--- src/jbsp_defs.vh ---
`ifndef JBSP_DEFS_VH
`define JBSP_DEFS_VH
// instruction register
`define JBSP_IR_LEN       10
`define JBSP_IR_CAPTURE   10'h001
`define JBSP_OP_EXTEST    10'h000
`define JBSP_OP_SAMPLE    10'h005
`define JBSP_OP_IDCODE    10'h006
`define JBSP_OP_USERCODE  10'h007
`define JBSP_OP_BYPASS    10'h3ff
`define JBSP_OP_CFG_PROG  10'h002
`define JBSP_OP_CFG_START 10'h003
// identification: values below are arbitrary
`define JBSP_ID_VERSION   4'ha
`define JBSP_ID_PART      16'h5c3e
`define JBSP_ID_MAKER     11'h2b1
// user signature: fixed 25 bits arbitrary, low 7 bits from configuration
`define JBSP_UC_FIXED     25'h0a5c3e1
`define JBSP_UC_USER_LEN  7
// boundary scan lengths per density
`define JBSP_BSR_SMALL    690
`define JBSP_BSR_MID      1308
`define JBSP_BSR_LARGE    1446
// tap states
`define JBSP_ST_W         4
`define JBSP_TLR          4'h0
`define JBSP_RTI          4'h1
`define JBSP_SDS          4'h2
`define JBSP_CDR          4'h3
`define JBSP_SDR          4'h4
`define JBSP_E1D          4'h5
`define JBSP_PDR          4'h6
`define JBSP_E2D          4'h7
`define JBSP_UDR          4'h8
`define JBSP_SIS          4'h9
`define JBSP_CIR          4'ha
`define JBSP_SIR          4'hb
`define JBSP_E1I          4'hc
`define JBSP_PIR          4'hd
`define JBSP_E2I          4'he
`define JBSP_UIR          4'hf
// configuration stream
`define JBSP_CFG_W        8
`define JBSP_CFG_DEPTH    16
`define JBSP_CFG_AW       4
`endif

--- src/jbsp_tap.v ---
// Behaviour
// - instruction register is ten bits, shifted in serially.
// - bypass puts one flip-flop between data in and data out.
// - sample/preload captures pins and loads a pattern for later drive.
// - extest drives scan pattern on outputs, captures inputs.
// - usercode connects user signature register and shifts it out.
// - user signature is 32 bits: 7 from configuration, 25 fixed.
// - idcode connects identification register and shifts it out.
// - scan chain length 690, 1308 or 1446 cells by density.
// - vendor configuration instructions load configuration serially over the port.
// - id lowest bit is one and leaves first.
`timescale 1ns/1ps
`default_nettype none
`include "jbsp_defs.vh"
module jbsp_tap #(
  parameter BSR_LEN = `JBSP_BSR_SMALL
) (
  input  wire               i_mclk,     // system clock 50 MHz
  input  wire               i_sys_rst,  // sync reset, active high
  input  wire               i_tck,      // test clock pin
  input  wire               i_tms,      // test mode select pin
  input  wire               i_tdi,      // test data in pin
  input  wire               i_trst_n,   // optional test reset, active low
  output reg                o_tdo,      // test data out pin
  output reg                o_tdo_oe_n, // tdo enable, low drives
  input  wire [BSR_LEN-1:0] i_pins,     // pin values seen by scan cells
  output reg  [BSR_LEN-1:0] o_pins,     // pattern for pins in extest
  output reg                o_pin_test, // high while extest controls pins
  input  wire [6:0]         i_user_sig, // configured user signature bits
  input  wire               i_cfg_busy, // configuration in progress
  output reg  [7:0]         o_cfg_data, // configuration byte
  output reg                o_cfg_valid,// configuration byte valid
  input  wire               i_cfg_ready,// configuration sink ready
  output reg                o_cfg_start,// pulse: start configured device
  output reg                o_cfg_ovf   // byte lost to full buffer
);
  // input synchronisers
  reg [1:0] tck_s;
  reg [1:0] tms_s;
  reg [1:0] tdi_s;
  reg [1:0] trst_s;
  reg       tck_d;
  always @(posedge i_mclk) begin
    if (i_sys_rst) begin
      tck_s  <= 2'h0;
      tms_s  <= 2'h3;
      tdi_s  <= 2'h3;
      trst_s <= 2'h3;
      tck_d  <= 1'b0;
    end else begin
      tck_s  <= {tck_s[0], i_tck};
      tms_s  <= {tms_s[0], i_tms};
      tdi_s  <= {tdi_s[0], i_tdi};
      trst_s <= {trst_s[0], i_trst_n};
      tck_d  <= tck_s[1];
    end
  end
  wire tck_rise = tck_s[1] & ~tck_d;
  wire tck_fall = ~tck_s[1] & tck_d;
  wire tms = tms_s[1];
  wire tdi = tdi_s[1];
  wire trst_n = trst_s[1];

  // pin values cross into the system clock before the scan cells capture them
  reg [BSR_LEN-1:0] pins_s1;
  reg [BSR_LEN-1:0] pins_s2;
  always @(posedge i_mclk) begin
    if (i_sys_rst) begin
      pins_s1 <= {BSR_LEN{1'b0}};
      pins_s2 <= {BSR_LEN{1'b0}};
    end else begin
      pins_s1 <= i_pins;
      pins_s2 <= pins_s1;
    end
  end

  reg [3:0] state;
  reg [3:0] next_state;
  always @* begin
    next_state = state;
    case (state)
      `JBSP_TLR: next_state = tms ? `JBSP_TLR : `JBSP_RTI;
      `JBSP_RTI: next_state = tms ? `JBSP_SDS : `JBSP_RTI;
      `JBSP_SDS: next_state = tms ? `JBSP_SIS : `JBSP_CDR;
      `JBSP_CDR: next_state = tms ? `JBSP_E1D : `JBSP_SDR;
      `JBSP_SDR: next_state = tms ? `JBSP_E1D : `JBSP_SDR;
      `JBSP_E1D: next_state = tms ? `JBSP_UDR : `JBSP_PDR;
      `JBSP_PDR: next_state = tms ? `JBSP_E2D : `JBSP_PDR;
      `JBSP_E2D: next_state = tms ? `JBSP_UDR : `JBSP_SDR;
      `JBSP_UDR: next_state = tms ? `JBSP_SDS : `JBSP_RTI;
      `JBSP_SIS: next_state = tms ? `JBSP_TLR : `JBSP_CIR;
      `JBSP_CIR: next_state = tms ? `JBSP_E1I : `JBSP_SIR;
      `JBSP_SIR: next_state = tms ? `JBSP_E1I : `JBSP_SIR;
      `JBSP_E1I: next_state = tms ? `JBSP_UIR : `JBSP_PIR;
      `JBSP_PIR: next_state = tms ? `JBSP_E2I : `JBSP_PIR;
      `JBSP_E2I: next_state = tms ? `JBSP_UIR : `JBSP_SIR;
      `JBSP_UIR: next_state = tms ? `JBSP_SDS : `JBSP_RTI;
      default:   next_state = `JBSP_TLR;
    endcase
  end

  // instruction decode
  reg [`JBSP_IR_LEN-1:0] ir_shift;
  reg [`JBSP_IR_LEN-1:0] ir;
  wire op_extest = (ir == `JBSP_OP_EXTEST);
  wire op_sample = (ir == `JBSP_OP_SAMPLE);
  wire op_idcode = (ir == `JBSP_OP_IDCODE);
  wire op_user   = (ir == `JBSP_OP_USERCODE);
  wire op_prog   = (ir == `JBSP_OP_CFG_PROG);
  wire op_start  = (ir == `JBSP_OP_CFG_START);
  wire op_bsr    = op_extest | op_sample;
  wire op_bypass = ~(op_bsr | op_idcode | op_user | op_prog | op_start);

  wire [31:0] id_word = {`JBSP_ID_VERSION, `JBSP_ID_PART, `JBSP_ID_MAKER, 1'b1};
  wire [31:0] uc_word = {`JBSP_UC_FIXED, i_user_sig};

  reg               bypass_reg;
  reg [31:0]        dr32;
  reg [BSR_LEN-1:0] bsr;
  reg [7:0]         cfg_sh;
  reg [2:0]         cfg_cnt;
  reg               cfg_push;
  reg [7:0]         cfg_byte;
  reg               tdo_next;

  always @* begin
    tdo_next = bypass_reg;
    if (state == `JBSP_SIR)
      tdo_next = ir_shift[0];
    else if (op_bsr)
      tdo_next = bsr[0];
    else if (op_idcode | op_user)
      tdo_next = dr32[0];
    else if (op_prog)
      tdo_next = cfg_sh[0];
  end

  wire fifo_ready;
  wire fifo_valid;
  wire [7:0] fifo_data;
  wire pop = fifo_valid && (!o_cfg_valid || i_cfg_ready);

  always @(posedge i_mclk) begin
    if (i_sys_rst) begin
      state      <= `JBSP_TLR;
      ir_shift   <= {`JBSP_IR_LEN{1'b0}};
      ir         <= `JBSP_OP_IDCODE;
      bypass_reg <= 1'b0;
      dr32       <= 32'h0;
      bsr        <= {BSR_LEN{1'b0}};
      o_pins     <= {BSR_LEN{1'b0}};
      o_pin_test <= 1'b0;
      cfg_sh     <= 8'h0;
      cfg_cnt    <= 3'h0;
      cfg_push   <= 1'b0;
      cfg_byte   <= 8'h0;
      o_cfg_start <= 1'b0;
      o_cfg_ovf  <= 1'b0;
      o_tdo      <= 1'b1;
      o_tdo_oe_n <= 1'b1;
    end else begin
      cfg_push    <= 1'b0;
      o_cfg_start <= 1'b0;
      o_cfg_ovf   <= 1'b0;
      if (!trst_n) begin
        state      <= `JBSP_TLR;
        ir         <= `JBSP_OP_IDCODE;
        o_pin_test <= 1'b0;
      end else if (tck_rise) begin
        state <= next_state;
        case (state)
          `JBSP_TLR: begin
            ir         <= `JBSP_OP_IDCODE;
            o_pin_test <= 1'b0;
          end
          `JBSP_CIR: ir_shift <= `JBSP_IR_CAPTURE;
          `JBSP_SIR: ir_shift <= {tdi, ir_shift[`JBSP_IR_LEN-1:1]};
          `JBSP_UIR: begin
            ir         <= ir_shift;
            o_pin_test <= (ir_shift == `JBSP_OP_EXTEST);
          end
          `JBSP_CDR: begin
            bypass_reg <= 1'b0;
            if (op_idcode)
              dr32 <= id_word;
            if (op_user)
              dr32 <= uc_word;
            if (op_bsr)
              bsr <= pins_s2;
            cfg_cnt <= 3'h0;
          end
          `JBSP_SDR: begin
            bypass_reg <= tdi;
            dr32 <= {tdi, dr32[31:1]};
            if (op_bsr)
              bsr <= {tdi, bsr[BSR_LEN-1:1]};
            if (op_prog) begin
              cfg_sh  <= {tdi, cfg_sh[7:1]};
              cfg_cnt <= cfg_cnt + 3'h1;
              if (cfg_cnt == 3'h7) begin
                cfg_push <= 1'b1;
                cfg_byte <= {tdi, cfg_sh[7:1]};
              end
            end
          end
          `JBSP_UDR: begin
            if (op_bsr)
              o_pins <= bsr;
            if (op_start)
              o_cfg_start <= 1'b1;
          end
          default: begin
          end
        endcase
      end
      if (cfg_push && !fifo_ready)
        o_cfg_ovf <= 1'b1;
      if (tck_fall) begin
        o_tdo      <= tdo_next;
        o_tdo_oe_n <= ~((state == `JBSP_SIR) | (state == `JBSP_SDR));
      end
      if (state == `JBSP_TLR)
        o_tdo_oe_n <= 1'b1;
    end
  end

  jbsp_fifo #(
    .WIDTH (`JBSP_CFG_W),
    .DEPTH (`JBSP_CFG_DEPTH),
    .AW    (`JBSP_CFG_AW)
  ) u_fifo (
    .i_mclk    (i_mclk),
    .i_sys_rst (i_sys_rst),
    .i_data    (cfg_byte),
    .i_valid   (cfg_push),
    .o_ready   (fifo_ready),
    .o_data    (fifo_data),
    .o_valid   (fifo_valid),
    .i_ready   (pop)
  );

  // output stage register for configuration stream
  always @(posedge i_mclk) begin
    if (i_sys_rst) begin
      o_cfg_valid <= 1'b0;
      o_cfg_data  <= 8'h0;
    end else if (pop) begin
      o_cfg_valid <= 1'b1;
      o_cfg_data  <= fifo_data;
    end else if (i_cfg_ready) begin
      o_cfg_valid <= 1'b0;
    end
  end
  // i_cfg_busy is advisory: boundary testing during configuration is the controller's duty
  wire unused_busy = i_cfg_busy;
endmodule
`default_nettype wire

--- src/jbsp_fifo.v ---
`timescale 1ns/1ps
`default_nettype none
module jbsp_fifo #(
  parameter WIDTH = 8,
  parameter DEPTH = 16,
  parameter AW    = 4
) (
  input  wire             i_mclk,    // clock
  input  wire             i_sys_rst, // sync reset
  input  wire [WIDTH-1:0] i_data,    // write data
  input  wire             i_valid,   // write valid
  output wire             o_ready,   // not full
  output wire [WIDTH-1:0] o_data,    // read data
  output wire             o_valid,   // not empty
  input  wire             i_ready    // read accept
);
  reg [WIDTH-1:0] mem [0:DEPTH-1];
  reg [AW:0]      wr_ptr;
  reg [AW:0]      rd_ptr;
  wire            full  = (wr_ptr[AW] != rd_ptr[AW]) && (wr_ptr[AW-1:0] == rd_ptr[AW-1:0]);
  wire            empty = (wr_ptr == rd_ptr);
  assign o_ready = !full;
  assign o_valid = !empty;
  assign o_data  = mem[rd_ptr[AW-1:0]];
  always @(posedge i_mclk) begin
    if (i_sys_rst) begin
      wr_ptr <= {(AW+1){1'b0}};
      rd_ptr <= {(AW+1){1'b0}};
    end else begin
      if (i_valid && !full) begin
        mem[wr_ptr[AW-1:0]] <= i_data;
        wr_ptr <= wr_ptr + 1'b1;
      end
      if (i_ready && !empty)
        rd_ptr <= rd_ptr + 1'b1;
    end
  end
endmodule
`default_nettype wire

--- config.mk ---
export PLATFORM = sky130hd
export DESIGN_NAME = jbsp_tap
export DESIGN_NICKNAME = d
export VERILOG_FILES = /design/src/jbsp_tap.v /design/src/jbsp_fifo.v
export VERILOG_INCLUDE_DIRS = /design/src
export SDC_FILE = /design/constraint.sdc
export NUM_CORES = 2
export LEC_CHECK = 0
export BUFFER_PORTS_ARGS = -buffer_cell sky130_fd_sc_hd__buf_4
export CORE_AREA = 2 2 548 550
export DETAILED_ROUTE_END_ITERATION = 10
export DIE_AREA = 0 0 550 552
export PLACE_DENSITY = 0.54
export SKIP_CTS_REPAIR_TIMING = 1
export SYNTH_ARGS = -nofsm -noshare
export SYNTH_HDL_FRONTEND = slang
export SYNTH_SLANG_ARGS = --single-unit
--- constraint.sdc ---
create_clock -name i_mclk -period 4.65 [get_ports i_mclk]
set_input_delay 0.93 -clock i_mclk [delete_from_list [all_inputs] [get_ports i_mclk]]
set_output_delay 0.93 -clock i_mclk [all_outputs]
set_load 0.05 [all_outputs]
# Word level (Yosys, flattened, before mapping)
# Memory sizes are Yosys's and may differ from the RTL's. A register that Yosys moved wholly into a read port is not among the register bits.
# Cells that the tools add are included.
[totals]
ff_bits = 2862
input_bits = 705
memories = 1
wordCells = 140
mem_bits_rw = 128
out_inout_bits = 704
[classes]
mux = 37
eq_ne = 28
n_addsub = 3
bitwise_logic = 13
reduce_logical = 32
[mem_list]
columns = ["name", "depth", "width", "rd", "rd_ports_with_merged_regs", "write_ports", "line", "text"]
rows = [
  ["u_fifo.mem", 16, 8, 1, 1, 1, "jbsp_fifo.v:17", "reg [WIDTH-1:0] mem [0:DEPTH-1];"],
]
[op_table]
columns = ["cell", "n"]
rows = [
  ["690-bit 2-to-1 mux", 2],
  ["690-bit one-hot mux with 2 select lines", 1],
  ["32-bit 2-to-1 mux", 2],
  ["32-bit one-hot mux with 2 select lines", 1],
  ["4-bit one-hot mux with 12 select lines", 1],
  ["10-bit one-hot mux with 2 select lines", 2],
  ["4-bit equality test (second input constant)", 8],
  ["10-bit by 3-bit equality test with 1-bit output (second input constant)", 3],
  ["10-bit by 2-bit equality test with 1-bit output (second input constant)", 2],
  ["10-bit zero test", 2],
  ["4-bit by 3-bit equality test with 1-bit output (second input constant)", 4],
  ["4-bit 2-to-1 mux", 4],
  ["4-bit AND reduction", 4],
  ["1-bit 2-to-1 mux", 15],
  ["5-bit by 1-bit adder with 5-bit output (second input constant)", 2],
  ["5-bit AND reduction", 2],
  ["3-bit 2-to-1 mux", 3],
  ["4-bit by 2-bit equality test with 1-bit output (second input constant)", 2],
  ["1-bit NOT", 8],
  ["2-bit nonzero test", 4],
  ["2-bit OR reduction", 4],
  ["2-bit 2-to-1 mux", 3],
  ["2-bit inequality test (second input constant)", 3],
  ["3-bit one-hot mux with 2 select lines", 1],
  ["19 further kinds", 30],
]

# Logic depth before layout (Yosys ltp)
[logic_depth]
ltp_word = 7
depth_mapped = 10
mapped_depth_nobuf = 5

# Cells and area by module
# Synthesis repeated with hierarchy kept, for this count alone.
[hier_totals]
cells_unflattened = 9675
area_unflattened_um2 = 106017.9
[modules_own_cells]
columns = ["mod", "area_each_um2", "cells_per_inst", "n_inst", "seq_area_each_um2"]
rows = [
  ["jbsp_tap", 100244.9, 9390, 1, 57254.9],
  ["jbsp_fifo", 5773.0, 285, 1, 4124.0],
]

# Worst setup path before layout
# Ideal clock, no wire load.
[synth_path]
path_type = "input port to flip-flop"
from = "input i_sys_rst"
to = "memory u_fifo.mem[4][0] (enable)"
required_ns = 4.252
path_slack_ns = 1.808
setup_time_ns = 0.398
t_arrival_ns = 2.444
path_buffers = 2
stages = 4
cell_sequence = "clkbuf_1 > clkbuf_1 > nand2b_1 > nor4b_1"
[synth_via]
elab_chain_len = 2
[synth_rtl]
columns = ["element", "line", "text"]
rows = [
  ["from (decl)", "jbsp_tap.v:19", "input wire i_sys_rst,"],
  ["1-bit 2-to-1 mux", "jbsp_fifo.v:26", "if (i_sys_rst) begin"],
  ["1-bit 2-to-1 mux (not written as such)", "jbsp_fifo.v:31", "mem[wr_ptr[AW-1:0]] <= i_data;"],
  ["to (decl)", "jbsp_fifo.v:17", ""],
]
# No other way between the ends.

# Worst setup path after layout
[layout_path]
from = "register state[0]"
to = "register bsr[525]"
[layout_via]
elab_chain_len = 3
elab_cells_between_ends = 7
classes_between = "4 x eq/ne; 1 x mux; 2 x reduce/logical"
[layout_rtl]
columns = ["element", "line", "text"]
rows = [
  ["from (decl)", "jbsp_tap.v:77", "reg [3:0] state;"],
  ["from (signal assigned)", "jbsp_tap.v:145", "state <= `JBSP_TLR;"],
  ["from (signal assigned)", "jbsp_tap.v:166", "state <= `JBSP_TLR;"],
  ["from (signal assigned)", "jbsp_tap.v:170", "state <= next_state;"],
  ["4-bit by 2-bit equality test with 1-bit output / 4-bit by 3-bit equality test with 1-bit output (equally long branches)", "jbsp_tap.v:171", "case (state)"],
  ["2-bit inequality test (no source line) / 2-bit nonzero test (equally long branches)", "--", ""],
  ["5-bit AND reduction (no source line)", "--", ""],
  ["to (signal assigned)", "jbsp_tap.v:150", "bsr <= {BSR_LEN{1'b0}};"],
  ["to (signal assigned)", "jbsp_tap.v:189", "bsr <= pins_s2;"],
  ["to (signal assigned)", "jbsp_tap.v:196", "bsr <= {tdi, bsr[BSR_LEN-1:1]};"],
  ["to (decl)", "jbsp_tap.v:119", "reg [BSR_LEN-1:0] bsr;"],
]
# Parallel ways exist; a longest one is shown, timed or not.
# A chain may end at the register's enable or synchronous reset.

==> flow_summary.toml <==
[run_status]
status = "completed"

[clock_tree]
clk_pin_slew_ps = 60
cts_buffers = 323
clk_latency_ps = 910
cts_buffer_depth = 4
numClockSinks = 2998
cts_tree = "yes"
cts_root_buffer = "clkbuf_16"
h-tree-depth = 5

[setup_path]
path_class = "register to register"
critPathMaxStageDelay_ps = 770
r2r-end = "bsr[525]"
start_kind = "register"
crit_arrival_ps = 4380
cp_cell_sequence = "or3b_1 -> a2111oi_4 -> and2_4 -> buf_12 -> buf_12 -> nor2_1 -> a311oi_1"
r2r_slack_ps = 1040
r2r-start = "state[0]"
worstPathMaxFanout = 48
cpMostUsedCell = "buf_12"
cp_num_cells = 7
ff2ff_path_depth = 7
cp.required_ps = 5420
cp_num_buf_inv = 2
endpoint = "bsr[525]"
slowest_stage = "and2_4"
crit_start = "state[0]"
end_kind = "register"
cp_top_family = "simple AND/OR/NAND/NOR gates"

[sta]
tightestPinTransition_ps = 1260
slew_headroom = 0.158
max_freq_mhz = 277
maxSlewViolCount = 0
fin_skew_ps = 60.4
rsz0062_at_grt = "no"
final_hold_viol_count = 0
period_needed_ps = 3610
timing.setup.tns_ps = 0
fin_crit_sh = 0.777
setup_viol = 0

[cells_and_area]
layout_commonest_cell = "dfxtp_1"
register_area_mm2 = 0.0613
drive_gt1_frac = 0.179
syn_to_final_growth_pct = 24.8
multi_input_area_mm2 = 0.0344
mostFrequentLayoutCells = "2870 x dfxtp_1, 2811 x nand2_1, 1516 x buf_4, 1395 x nor2b_1, 760 x nor2_1"
final_nets = 12300
fillers = 29400
stdcell_count = 15800

[floorplan]
die_x_um = 550
die_y_um = 552
design.core.area_mm2 = 0.298
row_count = 201
die-area_mm2 = 0.304
initial_core_util = 0.334
ios = 1409

[global_route]
grt_max_degree = 234
grt_pass1_vias = 73200
antenna_found_initial = 76
grt_pass1_wl_mm = 471
gr-total-overflow = 0
track_usage = 0.202

[synthesis]
synth_compound_area_frac = 0.106
synth-async-reset-ratio = 0
synth_seq_cells = 2998
ys_warn_count = 0
synth_nets = 11200
synth_edf_count = 128
synth_mux_area_frac = 0.00746
synth_top_area_frac = 0.578
synth-simple-area-share = 0.231
ys_seq_area_frac = 0.616
syn-mean-instance-area_um2 = 9.45
syn-cell-area_mm2 = 0.0995
synth_largest_area_cell = "dfxtp_1"
synthFlopType = "dfxtp_1"
synth_cells = 10500
synth.distinct_cells = 56
synth_area_leaders = "dfxtp_1 58%, nand2_1 11%, nor2b_1 8.8%, a311oi_1 6.1%, edfxtp_1 3.9%"
synthAdderAreaFrac = 0.000880
synth-xor-area-share = 0.000968
synth_top_family_by_area = "simple AND/OR/NAND/NOR gates"

[place]
gp_congestion = 0.875
io_buffers = 1407
hpwlAfterDp_mm = 227
placed_cells = 15200

[detailed_routing]
drc = 0
drtPass1Iterations = 6
totalWireLength_mm = 321
wl_per_cell_um = 20.3
vias_per_cell = 4.80
ant_nets = 0
vias = 76000
drt_iter0_markers = 5734

[job]
maxCapViolCount = 0

[power]
power_density_mw_per_mm2 = 438
power.leakage_nw = 44.8
power_mw = 54.4
ir_drop_uv = 303

[hold_path]
min_path_type = "input pin to register"
[synth_stat cells (3+ instances only)]
| library cell | instances |
|---|---|
| a211oi_1 | 19 |
| a21oi_1 | 738 |
| a221oi_1 | 4 |
| a22oi_1 | 16 |
| a311oi_1 | 690 |
| a31oi_1 | 3 |
| and3_1 | 3 |
| buf_1 | 3 |
| buf_2 | 168 |
| buf_4 | 13 |
| buf_6 | 56 |
| clkbuf_1 | 584 |
| dfxtp_1 | 2870 |
| edfxtp_1 | 128 |
| ha_1 | 7 |
| inv_1 | 7 |
| mux2_2 | 17 |
| mux4_2 | 24 |
| nand2_1 | 2811 |
| nand2b_1 | 14 |
| nand3_1 | 28 |
| nand3b_1 | 9 |
| nand4_1 | 3 |
| nor2_1 | 760 |
| nor2b_1 | 1395 |
| nor3_1 | 44 |
| nor4_1 | 6 |
| nor4b_1 | 7 |
| o211ai_1 | 10 |
| o21ai_0 | 19 |
| o221ai_1 | 5 |
| o22ai_1 | 9 |
| o31ai_1 | 8 |
| or2_2 | 6 |
| or4_1 | 5 |
| xnor2_1 | 8 |
| xor2_1 | 3 |
[worst min-delay path by stage]
stage,endpoint,startpoint,slack (ps),cells past startpoint
after detailed placement,tdi_s[1],tdi_s[0],400,1
after CTS,pins_s1[75],i_pins[75],140,2
after floorplan,tdi_s[1],tdi_s[0],390,1
final,tms_s[0],i_tms,230,2
after global placement,tdi_s[1],tdi_s[0],400,1
after global routing,tms_s[0],i_tms,180,2
[kinds of logic after synthesis]
group | after synthesis
fa+ha+maj | 7
buf+inv | 831
mux | 42
xor+xnor | 11
compound gates | 1536
simple gates | 5100
flops | 2998
[where the power goes]
part,switching (mW),internal [mW],total (mW),leakage (nW)
Combinational,1.12,0.896,2.01,15.0
Clock,10.8,15.0,25.8,5.24
Sequential,0.173,26.4,26.6,24.6
Total,12.1,42.3,54.4,44.8
[final cells by class]
type / count / area share
sequential: 2998 / 0.494
multi-input combinational: 6696 / 0.277
timing repair buffer: 1577 / 0.102
clock buffer: 469 / 0.0750
tap: 3958 / 0.0399
clock inverter: 100 / 0.0114
antenna: 36 / 0.000726
inverter: 7 / 0.000212
[routing by layer]
| metal | up-vias | wire, µm | track usage |
|---|---|---|---|
| met1 | 36400 | 143000 | 0.267 |
| li1 | 36800 | - | - |
| met5 | - | 277 | 0 |
| met3 | 480 | 23400 | 0.0508 |
| met2 | 2233 | 145000 | 0.320 |
| met4 | 44 | 8800 | 0.0652 |
[through the flow]
step / hold slack (ps) / util / worst slack (ps) / area (µm²)
2_1_floorplan: 389 / - / 1810 / 99500
3_3_place_gp: 404 / 0.380 / 1200 / 113000
3_5_place_dp: 399 / 0.380 / 1110 / 113000
4_1_cts: 136 / 0.416 / 1080 / 124000
5_1_grt: 178 / 0.416 / 863 / 124000
6_report: 230 / 0.416 / 1040 / 124000
Power figures use the tool's default switching activity.
